**src/include/rwc_pkg.sv**
```systemverilog
// constants, field layouts and types shared by the reset and watchdog block
// assumes a 40 MHz system clock and a separate ultra-low-power oscillator pin
package rwc_pkg;
    localparam int CLOCK_PERIOD_NS = 25;

    // start-up stretch times in ns, one per start-up delay fuse code
    localparam int STRETCH_NS_0 = 1600;
    localparam int STRETCH_NS_1 = 6400;
    localparam int STRETCH_NS_2 = 25600;
    localparam int STRETCH_NS_3 = 102400;
    localparam int STRETCH_W = 13;
    localparam logic [12:0] STRETCH_CYC_0 = 13'((STRETCH_NS_0 + CLOCK_PERIOD_NS - 1) / CLOCK_PERIOD_NS);
    localparam logic [12:0] STRETCH_CYC_1 = 13'((STRETCH_NS_1 + CLOCK_PERIOD_NS - 1) / CLOCK_PERIOD_NS);
    localparam logic [12:0] STRETCH_CYC_2 = 13'((STRETCH_NS_2 + CLOCK_PERIOD_NS - 1) / CLOCK_PERIOD_NS);
    localparam logic [12:0] STRETCH_CYC_3 = 13'((STRETCH_NS_3 + CLOCK_PERIOD_NS - 1) / CLOCK_PERIOD_NS);

    // reset cause register bit positions and reset value
    localparam int CAUSE_W = 5;
    localparam int POWER_BIT = 0;
    localparam int EXT_BIT = 1;
    localparam int UNDERV_BIT = 2;
    localparam int DOG_BIT = 3;
    localparam int DEBUG_BIT = 4;
    localparam logic [4:0] CAUSE_RESET = 5'h01;

    // synchronised pin vector layout and its reset value
    localparam int PIN_W = 8;
    localparam int PIN_POWER_LOW = 0;
    localparam int PIN_RESET_N = 1;
    localparam int PIN_BELOW = 2;
    localparam int PIN_ULP = 3;
    localparam int PIN_UV_FUSE = 4;
    localparam int PIN_FORCED_FUSE = 5;
    localparam int PIN_SUT_LO = 6;
    localparam logic [7:0] PIN_RESET = 8'h02;

    // timed unlock windows, in system clocks
    localparam logic [2:0] WINDOW_LOAD = 3'h4;

    // watchdog expiry: 2K oscillator cycles doubled per select step
    localparam int DOG_CNT_W = 21;
    localparam logic [20:0] DOG_BASE_CYCLES = 21'h000800;
    localparam logic [3:0] SEL_MAX = 4'h9;
    localparam logic [3:0] SEL_RESET = 4'h0;

    typedef enum logic [1:0] {
        RWC_HOLD = 2'h0,
        RWC_COUNT = 2'h1,
        RWC_RUN = 2'h3
    } rwc_stretch_type;

    typedef struct packed {
        logic timeout_irq_flag;
        logic timeout_irq_enable;
        logic config_change_unlock;
        logic dog_reset_enable;
        logic [3:0] timeout_select;
    } rwc_guard_ctrl_type;

    typedef struct packed {
        logic lock_arm_bit;
        logic config_lock_bit;
    } rwc_lock_type;
endpackage

```
**src/rwc_sync3.sv**
```systemverilog
// three-stage input synchroniser with agreement filter
// assumes inputs are asynchronous levels; output moves once stages two and three agree
`timescale 1ns/1ps
`default_nettype none
module rwc_sync3 #(
    parameter int WIDTH = 1,
    parameter logic [WIDTH-1:0] RESET_VAL = '0
) (
    // clock and reset
    input wire logic clock,
    input wire logic rst_n,
    // asynchronous levels in, filtered levels out
    input wire logic [WIDTH-1:0] async_in,
    output logic [WIDTH-1:0] sync_out
);
    logic [WIDTH-1:0] stage1_reg;
    logic [WIDTH-1:0] stage2_reg;
    logic [WIDTH-1:0] stage3_reg;

    always_ff @(posedge clock) begin
        if (!rst_n) begin
            stage1_reg <= RESET_VAL;
            stage2_reg <= RESET_VAL;
            stage3_reg <= RESET_VAL;
        end else begin
            stage1_reg <= async_in;
            stage2_reg <= stage1_reg;
            stage3_reg <= stage2_reg;
        end
    end

    // per bit, a change is taken only when stages two and three agree
    always_ff @(posedge clock) begin
        if (!rst_n) begin
            sync_out <= RESET_VAL;
        end else begin
            for (int i = 0; i < WIDTH; i++) begin
                if (stage2_reg[i] == stage3_reg[i]) begin
                    sync_out[i] <= stage3_reg[i];
                end
            end
        end
    end
endmodule
`default_nettype wire

```
**src/rwc_top.sv**
```systemverilog
// reset combiner with start-up stretch, reset cause flags and watchdog
// assumes the core gives one-cycle write strobes and a restart pulse on clock
`timescale 1ns/1ps
`default_nettype none
module rwc_top (
    // clock and reset
    input wire logic clock,
    input wire logic rst_n,
    // reset sources, fuses and the low-power oscillator
    input wire logic power_low,
    input wire logic reset_pin_n,
    input wire logic below_trigger,
    input wire logic debug_reset_req,
    input wire logic undervoltage_fuse,
    input wire logic forced_on_fuse,
    input wire logic [1:0] startup_delay_fuse,
    input wire logic ulp_osc,
    // core side
    input wire logic restart_pulse,
    input wire logic irq_ack,
    input wire logic guard_wr_en,
    input wire rwc_pkg::rwc_guard_ctrl_type guard_wr_data,
    input wire logic lock_wr_en,
    input wire rwc_pkg::rwc_lock_type lock_wr_data,
    input wire logic cause_wr_en,
    input wire logic [rwc_pkg::CAUSE_W-1:0] cause_wr_data,
    // results
    output logic internal_reset,
    output rwc_pkg::rwc_guard_ctrl_type guard_status,
    output rwc_pkg::rwc_lock_type lock_status,
    output logic [rwc_pkg::CAUSE_W-1:0] reset_cause_register,
    output logic timeout_irq
);
    import rwc_pkg::*;
    logic [PIN_W-1:0] pin_s;
    logic power_s, pin_low_s, under_s, forced_s, ulp_prev_reg, ulp_tick, async_src, sources_active;
    rwc_stretch_type stretch_reg, stretch_next;
    logic [STRETCH_W-1:0] stretch_cnt_reg, stretch_limit;
    logic reset_out_reg, dog_pulse_reg, irq_flag_reg, irq_en_reg, rst_en_reg, locked_reg;
    logic [CAUSE_W-1:0] cause_reg, cause_set;
    logic [3:0] sel_reg, sel_eff;
    logic [2:0] unlock_cnt_reg, arm_cnt_reg;
    logic [DOG_CNT_W-1:0] dog_cnt_reg, dog_limit;
    logic dog_flag, rst_en_eff, irq_en_eff, dog_enabled, expire, unlock_write, change_ok, guard_clear;

    rwc_sync3 #(
        .WIDTH(PIN_W),
        .RESET_VAL(PIN_RESET)
    ) u_pins (
        .clock(clock),
        .rst_n(rst_n),
        .async_in({startup_delay_fuse, forced_on_fuse, undervoltage_fuse, ulp_osc,
                   below_trigger, reset_pin_n, power_low}),
        .sync_out(pin_s)
    );

    assign power_s = pin_s[PIN_POWER_LOW];
    assign pin_low_s = ~pin_s[PIN_RESET_N];
    assign under_s = pin_s[PIN_UV_FUSE] & pin_s[PIN_BELOW];
    assign forced_s = pin_s[PIN_FORCED_FUSE];
    assign ulp_tick = pin_s[PIN_ULP] & ~ulp_prev_reg;

    // raw levels, so the port reset needs no clock
    assign async_src = power_low | ~reset_pin_n | (undervoltage_fuse & below_trigger);
    assign sources_active = power_s | pin_low_s | under_s | debug_reset_req | dog_pulse_reg;

    always_ff @(posedge clock) begin
        if (!rst_n) begin
            ulp_prev_reg <= 1'b0;
        end else begin
            ulp_prev_reg <= pin_s[PIN_ULP];
        end
    end

    // stretch length from start-up delay fuse
    always_comb begin
        unique case (pin_s[PIN_SUT_LO +: 2])
            2'h0: stretch_limit = STRETCH_CYC_0;
            2'h1: stretch_limit = STRETCH_CYC_1;
            2'h2: stretch_limit = STRETCH_CYC_2;
            2'h3: stretch_limit = STRETCH_CYC_3;
        endcase
    end

    // release only after the stretch count
    always_comb begin
        stretch_next = stretch_reg;
        if (sources_active) begin
            stretch_next = RWC_HOLD;
        end else begin
            unique case (stretch_reg)
                RWC_HOLD: stretch_next = RWC_COUNT;
                RWC_COUNT: begin
                    if (stretch_cnt_reg == stretch_limit - 13'h0001) begin
                        stretch_next = RWC_RUN;
                    end
                end
                RWC_RUN: stretch_next = RWC_RUN;
                default: stretch_next = RWC_HOLD;
            endcase
        end
    end

    always_ff @(posedge clock) begin
        if (!rst_n) begin
            stretch_reg <= RWC_HOLD;
        end else begin
            stretch_reg <= stretch_next;
        end
    end

    always_ff @(posedge clock) begin
        if (!rst_n || stretch_reg != RWC_COUNT) begin
            stretch_cnt_reg <= '0;
        end else begin
            stretch_cnt_reg <= stretch_cnt_reg + 13'h0001;
        end
    end

    // asynchronous set, synchronous release through the stretch
    always_ff @(posedge clock or posedge async_src) begin
        if (async_src) begin
            reset_out_reg <= 1'b1;
        end else if (!rst_n) begin
            reset_out_reg <= 1'b1;
        end else begin
            reset_out_reg <= (stretch_next != RWC_RUN);
        end
    end
    // the same level clears the core's registers and sends it to its vector
    assign internal_reset = reset_out_reg;

    // per-cause flags; a set wins over a software clear
    always_comb begin
        cause_set = '0;
        cause_set[EXT_BIT] = pin_low_s;
        cause_set[UNDERV_BIT] = under_s;
        cause_set[DOG_BIT] = dog_pulse_reg;
        cause_set[DEBUG_BIT] = debug_reset_req;
    end

    always_ff @(posedge clock) begin
        if (!rst_n || power_s) begin
            cause_reg <= CAUSE_RESET;
        end else if (cause_wr_en) begin
            cause_reg <= (cause_reg & cause_wr_data) | cause_set;
        end else begin
            cause_reg <= cause_reg | cause_set;
        end
    end

    assign dog_flag = cause_reg[DOG_BIT];
    // forced fuse pins the mode to reset-only
    assign rst_en_eff = forced_s | rst_en_reg | dog_flag;
    assign irq_en_eff = ~forced_s & irq_en_reg;
    assign dog_enabled = rst_en_eff | irq_en_eff;
    assign guard_clear = !rst_n || reset_out_reg;

    // reserved codes behave as the longest period
    assign sel_eff = (sel_reg > SEL_MAX) ? SEL_MAX : sel_reg;
    assign dog_limit = DOG_BASE_CYCLES << sel_eff;
    // expiry on the tick that reaches the limit
    assign expire = dog_enabled && ulp_tick && (dog_cnt_reg == dog_limit - 21'h000001);

    always_ff @(posedge clock) begin
        if (guard_clear || restart_pulse || expire || !dog_enabled) begin
            dog_cnt_reg <= '0;
        end else if (ulp_tick) begin
            dog_cnt_reg <= dog_cnt_reg + 21'h000001;
        end
    end

    // one clock of reset on expiry in reset-only mode
    always_ff @(posedge clock) begin
        if (guard_clear) begin
            dog_pulse_reg <= 1'b0;
        end else begin
            dog_pulse_reg <= expire && rst_en_eff && !irq_en_eff;
        end
    end

    // unlock only with reset-enable written as one
    assign unlock_write = guard_wr_en && guard_wr_data.config_change_unlock
                          && guard_wr_data.dog_reset_enable && !locked_reg;
    // a change is taken only inside the window
    assign change_ok = guard_wr_en && !guard_wr_data.config_change_unlock
                       && (unlock_cnt_reg != 3'h0) && !locked_reg;

    always_ff @(posedge clock) begin
        if (guard_clear) begin
            unlock_cnt_reg <= 3'h0;
        end else if (unlock_write) begin
            unlock_cnt_reg <= WINDOW_LOAD;
        end else if (change_ok) begin
            unlock_cnt_reg <= 3'h0;
        end else if (unlock_cnt_reg != 3'h0) begin
            unlock_cnt_reg <= unlock_cnt_reg - 3'h1;
        end
    end

    // interrupt flag; expiry wins over acknowledge or write-one clear
    always_ff @(posedge clock) begin
        if (guard_clear) begin
            irq_flag_reg <= 1'b0;
        end else if (expire && irq_en_eff) begin
            irq_flag_reg <= 1'b1;
        end else if (irq_ack || (guard_wr_en && guard_wr_data.timeout_irq_flag)) begin
            irq_flag_reg <= 1'b0;
        end
    end

    // first expiry in combined mode drops to reset-only
    always_ff @(posedge clock) begin
        if (guard_clear) begin
            irq_en_reg <= 1'b0;
        end else if (expire && irq_en_eff && rst_en_eff) begin
            irq_en_reg <= 1'b0;
        end else if (guard_wr_en && !locked_reg) begin
            irq_en_reg <= guard_wr_data.timeout_irq_enable;
        end
    end

    // clearing reset-enable needs the window and a clear cause flag
    always_ff @(posedge clock) begin
        if (guard_clear) begin
            rst_en_reg <= 1'b0;
            sel_reg <= SEL_RESET;
        end else if (change_ok) begin
            rst_en_reg <= guard_wr_data.dog_reset_enable | dog_flag;
            sel_reg <= guard_wr_data.timeout_select;
        end else if (guard_wr_en && guard_wr_data.dog_reset_enable && !locked_reg) begin
            rst_en_reg <= 1'b1;
        end
    end

    // arm then confirm within four clocks; held until reset
    always_ff @(posedge clock) begin
        if (guard_clear) begin
            arm_cnt_reg <= 3'h0;
            locked_reg <= 1'b0;
        end else if (lock_wr_en && lock_wr_data.lock_arm_bit && lock_wr_data.config_lock_bit) begin
            arm_cnt_reg <= WINDOW_LOAD;
        end else if (lock_wr_en && !lock_wr_data.lock_arm_bit && lock_wr_data.config_lock_bit
                     && arm_cnt_reg != 3'h0) begin
            arm_cnt_reg <= 3'h0;
            locked_reg <= 1'b1;
        end else if (arm_cnt_reg != 3'h0) begin
            arm_cnt_reg <= arm_cnt_reg - 3'h1;
        end
    end

    // status copies are registered so every output leaves a flip-flop
    always_ff @(posedge clock) begin
        if (!rst_n) begin
            guard_status <= '0;
            lock_status <= '0;
            reset_cause_register <= CAUSE_RESET;
            timeout_irq <= 1'b0;
        end else begin
            guard_status.timeout_irq_flag <= irq_flag_reg;
            guard_status.timeout_irq_enable <= irq_en_eff;
            guard_status.config_change_unlock <= (unlock_cnt_reg != 3'h0);
            guard_status.dog_reset_enable <= rst_en_eff;
            guard_status.timeout_select <= sel_reg;
            lock_status.lock_arm_bit <= (arm_cnt_reg != 3'h0);
            lock_status.config_lock_bit <= locked_reg;
            reset_cause_register <= cause_reg;
            timeout_irq <= irq_flag_reg;
        end
    end

    dog_pulse_one_a: assert property (@(posedge clock) disable iff (!rst_n)
        dog_pulse_reg |=> !dog_pulse_reg && reset_out_reg)
        else $error("watchdog reset pulse not one cycle or no reset");
    // the edge that ends the count drops the reset, so the check is on the same cycle
    stretch_hold_a: assert property (@(posedge clock) disable iff (!rst_n)
        (stretch_reg == RWC_COUNT) |-> reset_out_reg)
        else $error("internal reset released during stretch");
    source_reset_a: assert property (@(posedge clock) disable iff (!rst_n)
        sources_active |=> reset_out_reg ##1 (stretch_reg == RWC_HOLD || stretch_reg == RWC_COUNT))
        else $error("active source did not hold reset");
    forced_mode_a: assert property (@(posedge clock) disable iff (!rst_n)
        forced_s && $past(forced_s) |-> guard_status.dog_reset_enable && !guard_status.timeout_irq_enable)
        else $error("forced fuse mode not applied");
    window_only_a: assert property (@(posedge clock) disable iff (!rst_n)
        !reset_out_reg && (unlock_cnt_reg == 3'h0) |=> sel_reg == $past(sel_reg))
        else $error("timeout select changed outside window");
    lock_held_a: assert property (@(posedge clock) disable iff (!rst_n)
        locked_reg && !reset_out_reg |=> locked_reg && $stable(sel_reg))
        else $error("configuration lock dropped or bypassed");
    restart_clear_a: assert property (@(posedge clock) disable iff (!rst_n)
        restart_pulse |=> dog_cnt_reg == '0)
        else $error("restart did not clear watchdog counter");
    irq_only_a: assert property (@(posedge clock) disable iff (!rst_n)
        expire && irq_en_eff && !rst_en_eff && !reset_out_reg |=> irq_flag_reg && !dog_pulse_reg ##1 timeout_irq)
        else $error("interrupt mode expiry misbehaved");
    combined_a: assert property (@(posedge clock) disable iff (!rst_n)
        expire && irq_en_eff && rst_en_eff && !reset_out_reg |=> !irq_en_reg && irq_flag_reg && !dog_pulse_reg)
        else $error("combined mode did not drop to reset mode");
    power_clear_a: assert property (@(posedge clock) disable iff (!rst_n)
        power_s |=> cause_reg == CAUSE_RESET)
        else $error("power-up did not clear other cause flags");
    dog_flag_en_a: assert property (@(posedge clock) disable iff (!rst_n)
        dog_flag && $past(dog_flag) |-> guard_status.dog_reset_enable)
        else $error("reset-enable not forced by watchdog cause");
endmodule
`default_nettype wire

```
**config.mk**
```make
export PLATFORM = sky130hd
export DESIGN_NAME = rwc_top
export DESIGN_NICKNAME = d
export VERILOG_FILES = /design/src/include/rwc_pkg.sv /design/src/rwc_sync3.sv /design/src/rwc_top.sv
export SDC_FILE = /design/constraint.sdc
export NUM_CORES = 1
export LEC_CHECK = 0
export BUFFER_PORTS_ARGS = -buffer_cell sky130_fd_sc_hd__buf_2
export CAP_MARGIN = 10
export CORE_MARGIN = 5
export CORE_UTILIZATION = 55
export CTS_BUF_LIST = sky130_fd_sc_hd__clkbuf_8
export DETAILED_ROUTE_END_ITERATION = 12
export PLACE_DENSITY = 0.78
export SLEW_MARGIN = 10
export SYNTH_ARGS = -nofsm -noshare
export SYNTH_HDL_FRONTEND = slang
export SYNTH_SLANG_ARGS = --single-unit
```
**constraint.sdc**
```tcl
create_clock -name clock -period 2.5 [get_ports clock]
set_input_delay 0.5 -clock clock [delete_from_list [all_inputs] [get_ports clock]]
set_output_delay 0.5 -clock clock [all_outputs]
set_load 0.05 [all_outputs]
```
==> metrics.log <==
INFO  metric site_row_count = 32
INFO  metric asyncSetResetFlopFracSynth = 0.952%
INFO  metric post_synth_instance_area = 4430 µm²
INFO  metric largest_reg_flops = 21
INFO  metric via_count_of_the_first_global_routing_pass = roughly 3300
INFO  metric post-route-min-period = 2360 ps
INFO  metric netlist_top_cells_area = dfxtp_1 47%, xnor2_1 5.3%, and2_1 5.1%
INFO  metric grt_start_max_net_pins = 29
INFO  metric report.final.setup_viol = 0
INFO  metric cp-end-kind = flip-flop
INFO  metric route.vias.total = 3351
INFO  metric hold_ws = 292 ps
INFO  metric placer_congestion = 0.840
INFO  metric syn_to_final_growth = 11.3%
INFO  metric outcome = finished clean
INFO  metric synth.net_count = 503
INFO  metric cts.clk_slew.worst_paths = 100 ps
INFO  metric r2r_slack = 140 ps
INFO  metric yosys.cell_count.top_type = dfxtp_1
INFO  metric criticalPathCategory = flip-flop to flip-flop
INFO  metric cts_tree = done
INFO  metric cpPeakStageDelay = 520 ps
INFO  metric leakage = 1.88 nW
INFO  metric antenna_found_initial = 0
INFO  metric die-height = 99.7 µm
INFO  metric wire_length_of_the_first_global_routing_pass = roughly 15000 µm
INFO  metric clock_net_sink_count = approximately 110
INFO  metric finalCritPeriodShare = 94.3%
INFO  metric destination_of_the_worst_register_to_register_timing_path = dog_cnt_reg[3]
INFO  metric syn-mean-instance-area = 9.54 µm²
INFO  metric power_density_normalized_to_cell_area = 563 nW/µm²
INFO  metric data_required_time_of_the_critical_path = around 2700 ps
INFO  metric drcViolationCount = 0
INFO  metric floorplan.core_area = 7770 µm²
INFO  metric die-width = between 90 and 100 µm
INFO  metric worst_pin_slew = about 540 ps
INFO  metric post_synth_top_flop = dfxtp_1
INFO  metric min_path_type = primary input to async pin
INFO  metric synth.ff_latch_count = 105
INFO  metric fin_ws = 142 ps
INFO  metric post-synth-top-area-cell = dfxtp_1
INFO  metric ys_seq_area_share = 47.6%
INFO  metric max_cap_viol_count = 0
INFO  metric globalRoute.totalOverflow = 0
INFO  metric grt_use_total = around 18%
INFO  metric dp_hpwl = ~6200 µm
INFO  metric worst_r2r_path_depth = 8
INFO  metric fraction_of_final_layout_cells_sized_beyond_drive_strength_1 = 19.6%
INFO  metric synth-edff-count = 0
INFO  metric setup_tns = 0 ps
INFO  metric cts.path.max_buffers = 2
INFO  metric synth_warnings = 0
INFO  metric wl = around 8600 µm
INFO  metric synthCells = between 400 and 500
INFO  metric post-synth-top-area-fraction = 47.0%
INFO  metric timing_hold_violations_final = 0
INFO  metric cts_made_buffers = 9
INFO  metric cp_cell_sequence = or4b_4 -> ha_2 -> and2_1 -> o211ai_1 -> a21o_1 -> o2111a_1 -> buf_6 -> a211oi_1
INFO  metric wl_per_cell = 13.9 µm
INFO  metric n_antenna_cell = 0
INFO  metric rsz0062_at_grt = no
INFO  metric netlist-cell-type-count = 59
INFO  metric r2r-start = sel_reg[1]
INFO  metric initial_utilization = 57.0%
INFO  metric fin_total_pwr = about 0.0028 W
INFO  metric viasPerCell = 5.44
INFO  metric fp.dieArea = 9940 µm²
INFO  metric drtPass1Iterations = 4
INFO  metric finalMaxSlewViolations = 0
INFO  metric worst_clock_skew = 11.5 ps
INFO  metric critical_path.slowest_cell = or4b_4
INFO  metric slew_headroom = between 60 and 70%
INFO  metric drtAntennaViolNets = 0
INFO  metric crit_arrival = approximately 2600 ps
INFO  metric cts.root.buffer_cell = clkbuf_8
INFO  metric timing.critical_path.buf_inv = 1
INFO  metric critical_path_peak_fanout = 13
INFO  metric clk_latency = 370 ps
INFO  metric port_buffers = 47
INFO  metric ioPinCount = 48
INFO  metric fmax = 424 MHz
INFO  metric ir_drop = 0.361 mV
INFO  metric cts-htree-levels = 3
INFO  metric initialDrtViolationCount = around 130
INFO  metric cp-start-kind = flip-flop
INFO  metric yosys-top-cells-count = 104 x dfxtp_1, 52 x nor2_1, 36 x and2_1
INFO  metric nNetsFinal = 548
INFO  metric cp_top_family = compound AO/OA/AOI/OAI gates
INFO  metric detailedPlace.worstSlack = 143 ps
## placed cells by master (no fill, tap or decap), drive strengths merged, types with 3 or more instances in the layout
cell / n
dfxtp: 104
buf: 57
nor2: 52
and2: 36
xnor2: 27
nand2: 27
a21oi: 20
inv: 18
a211oi: 18
nand3: 17
o21ai: 16
nand2b: 11
xor2: 11
and3: 11
nor3: 10
clkbuf: 10
ha: 8
nor2b: 6
mux2i: 6
nor4: 4
o2111a: 3
and4: 3
nor4b: 3
## through the flow
step,util (%),cell area [µm²],cells
finish,63.4,4920,616
global placement,60.8,4720,600
CTS,63.3,4910,616
global route,63.4,4920,616
floorplan,-,4450,464
detailed placement,60.8,4720,600
## area by class of cell
| class | count | area [µm²] |
|---|---|---|
| fillers | 663 | 2840 |
| inverters | 14 | 52.6 |
| well taps | 102 | 128 |
| clock inverters | 6 | 51.3 |
| repair buffers | 57 | 314 |
| clock buffers | 10 | 138 |
| multi-input cells | 322 | 2130 |
| flip-flops and latches | 105 | 2110 |
## metal layers
layer / GRT usage [%] / vias to the layer above / wire length, µm
li1: - / 1669 / -
met1: 22.2 / 1607 / 3810
met2: 30.4 / 67 / 4230
met3: 4.98 / 8 / 413
met4: 7.25 / 0 / 108
met5: 0 / - / 0
## kinds of logic after synthesis
group,Yosys count,share of synthesized area (%)
mux,8,1.87
simple gates,193,23.7
xor+xnor,38,7.52
compound gates,74,12.2
buf+inv,37,4.52
flops,105,47.6
fa+ha+maj,9,2.49
## worst register-to-register path: stages, from the launching register on
cell and delay (ps):
dfxtp_2 350, or4b_4 530, ha_2 250, and2_1 180, o211ai_1 220, a21o_1 160, o2111a_1 240, buf_6 200
a211oi_1 100
## worst max path at each step
stage               start         endpoint  slack, ps  cells past startpoint
6_report       sel_reg[1]   dog_cnt_reg[3]        140                      8
5_1_grt        sel_reg[0]   dog_cnt_reg[1]         10                      8
3_3_place_gp   sel_reg[1]   dog_cnt_reg[5]        230                      8
3_5_place_dp   sel_reg[1]   dog_cnt_reg[3]        140                      8
4_1_cts        sel_reg[1]   dog_cnt_reg[3]        110                      8
2_1_floorplan  sel_reg[0]  dog_cnt_reg[11]         70                     10
## repair_timing
item,4_1_cts,5_1_grt
hold buffers,0,0
setup endpoints to repair,0,5
setup buffers,0,0
resized for setup,0,2
## power breakdown
| part | total [W] | switching, W | internal, W |
|---|---|---|---|
| combinational | 0.0000825 | 0.0000461 | 0.0000364 |
| clock | 0.000987 | 0.000582 | 0.000405 |
| sequential | 0.00170 | 0.00000841 | 0.00169 |
| total | 0.00277 | 0.000637 | 0.00213 |
No activity file was read; power rests on OpenSTA's default activity.
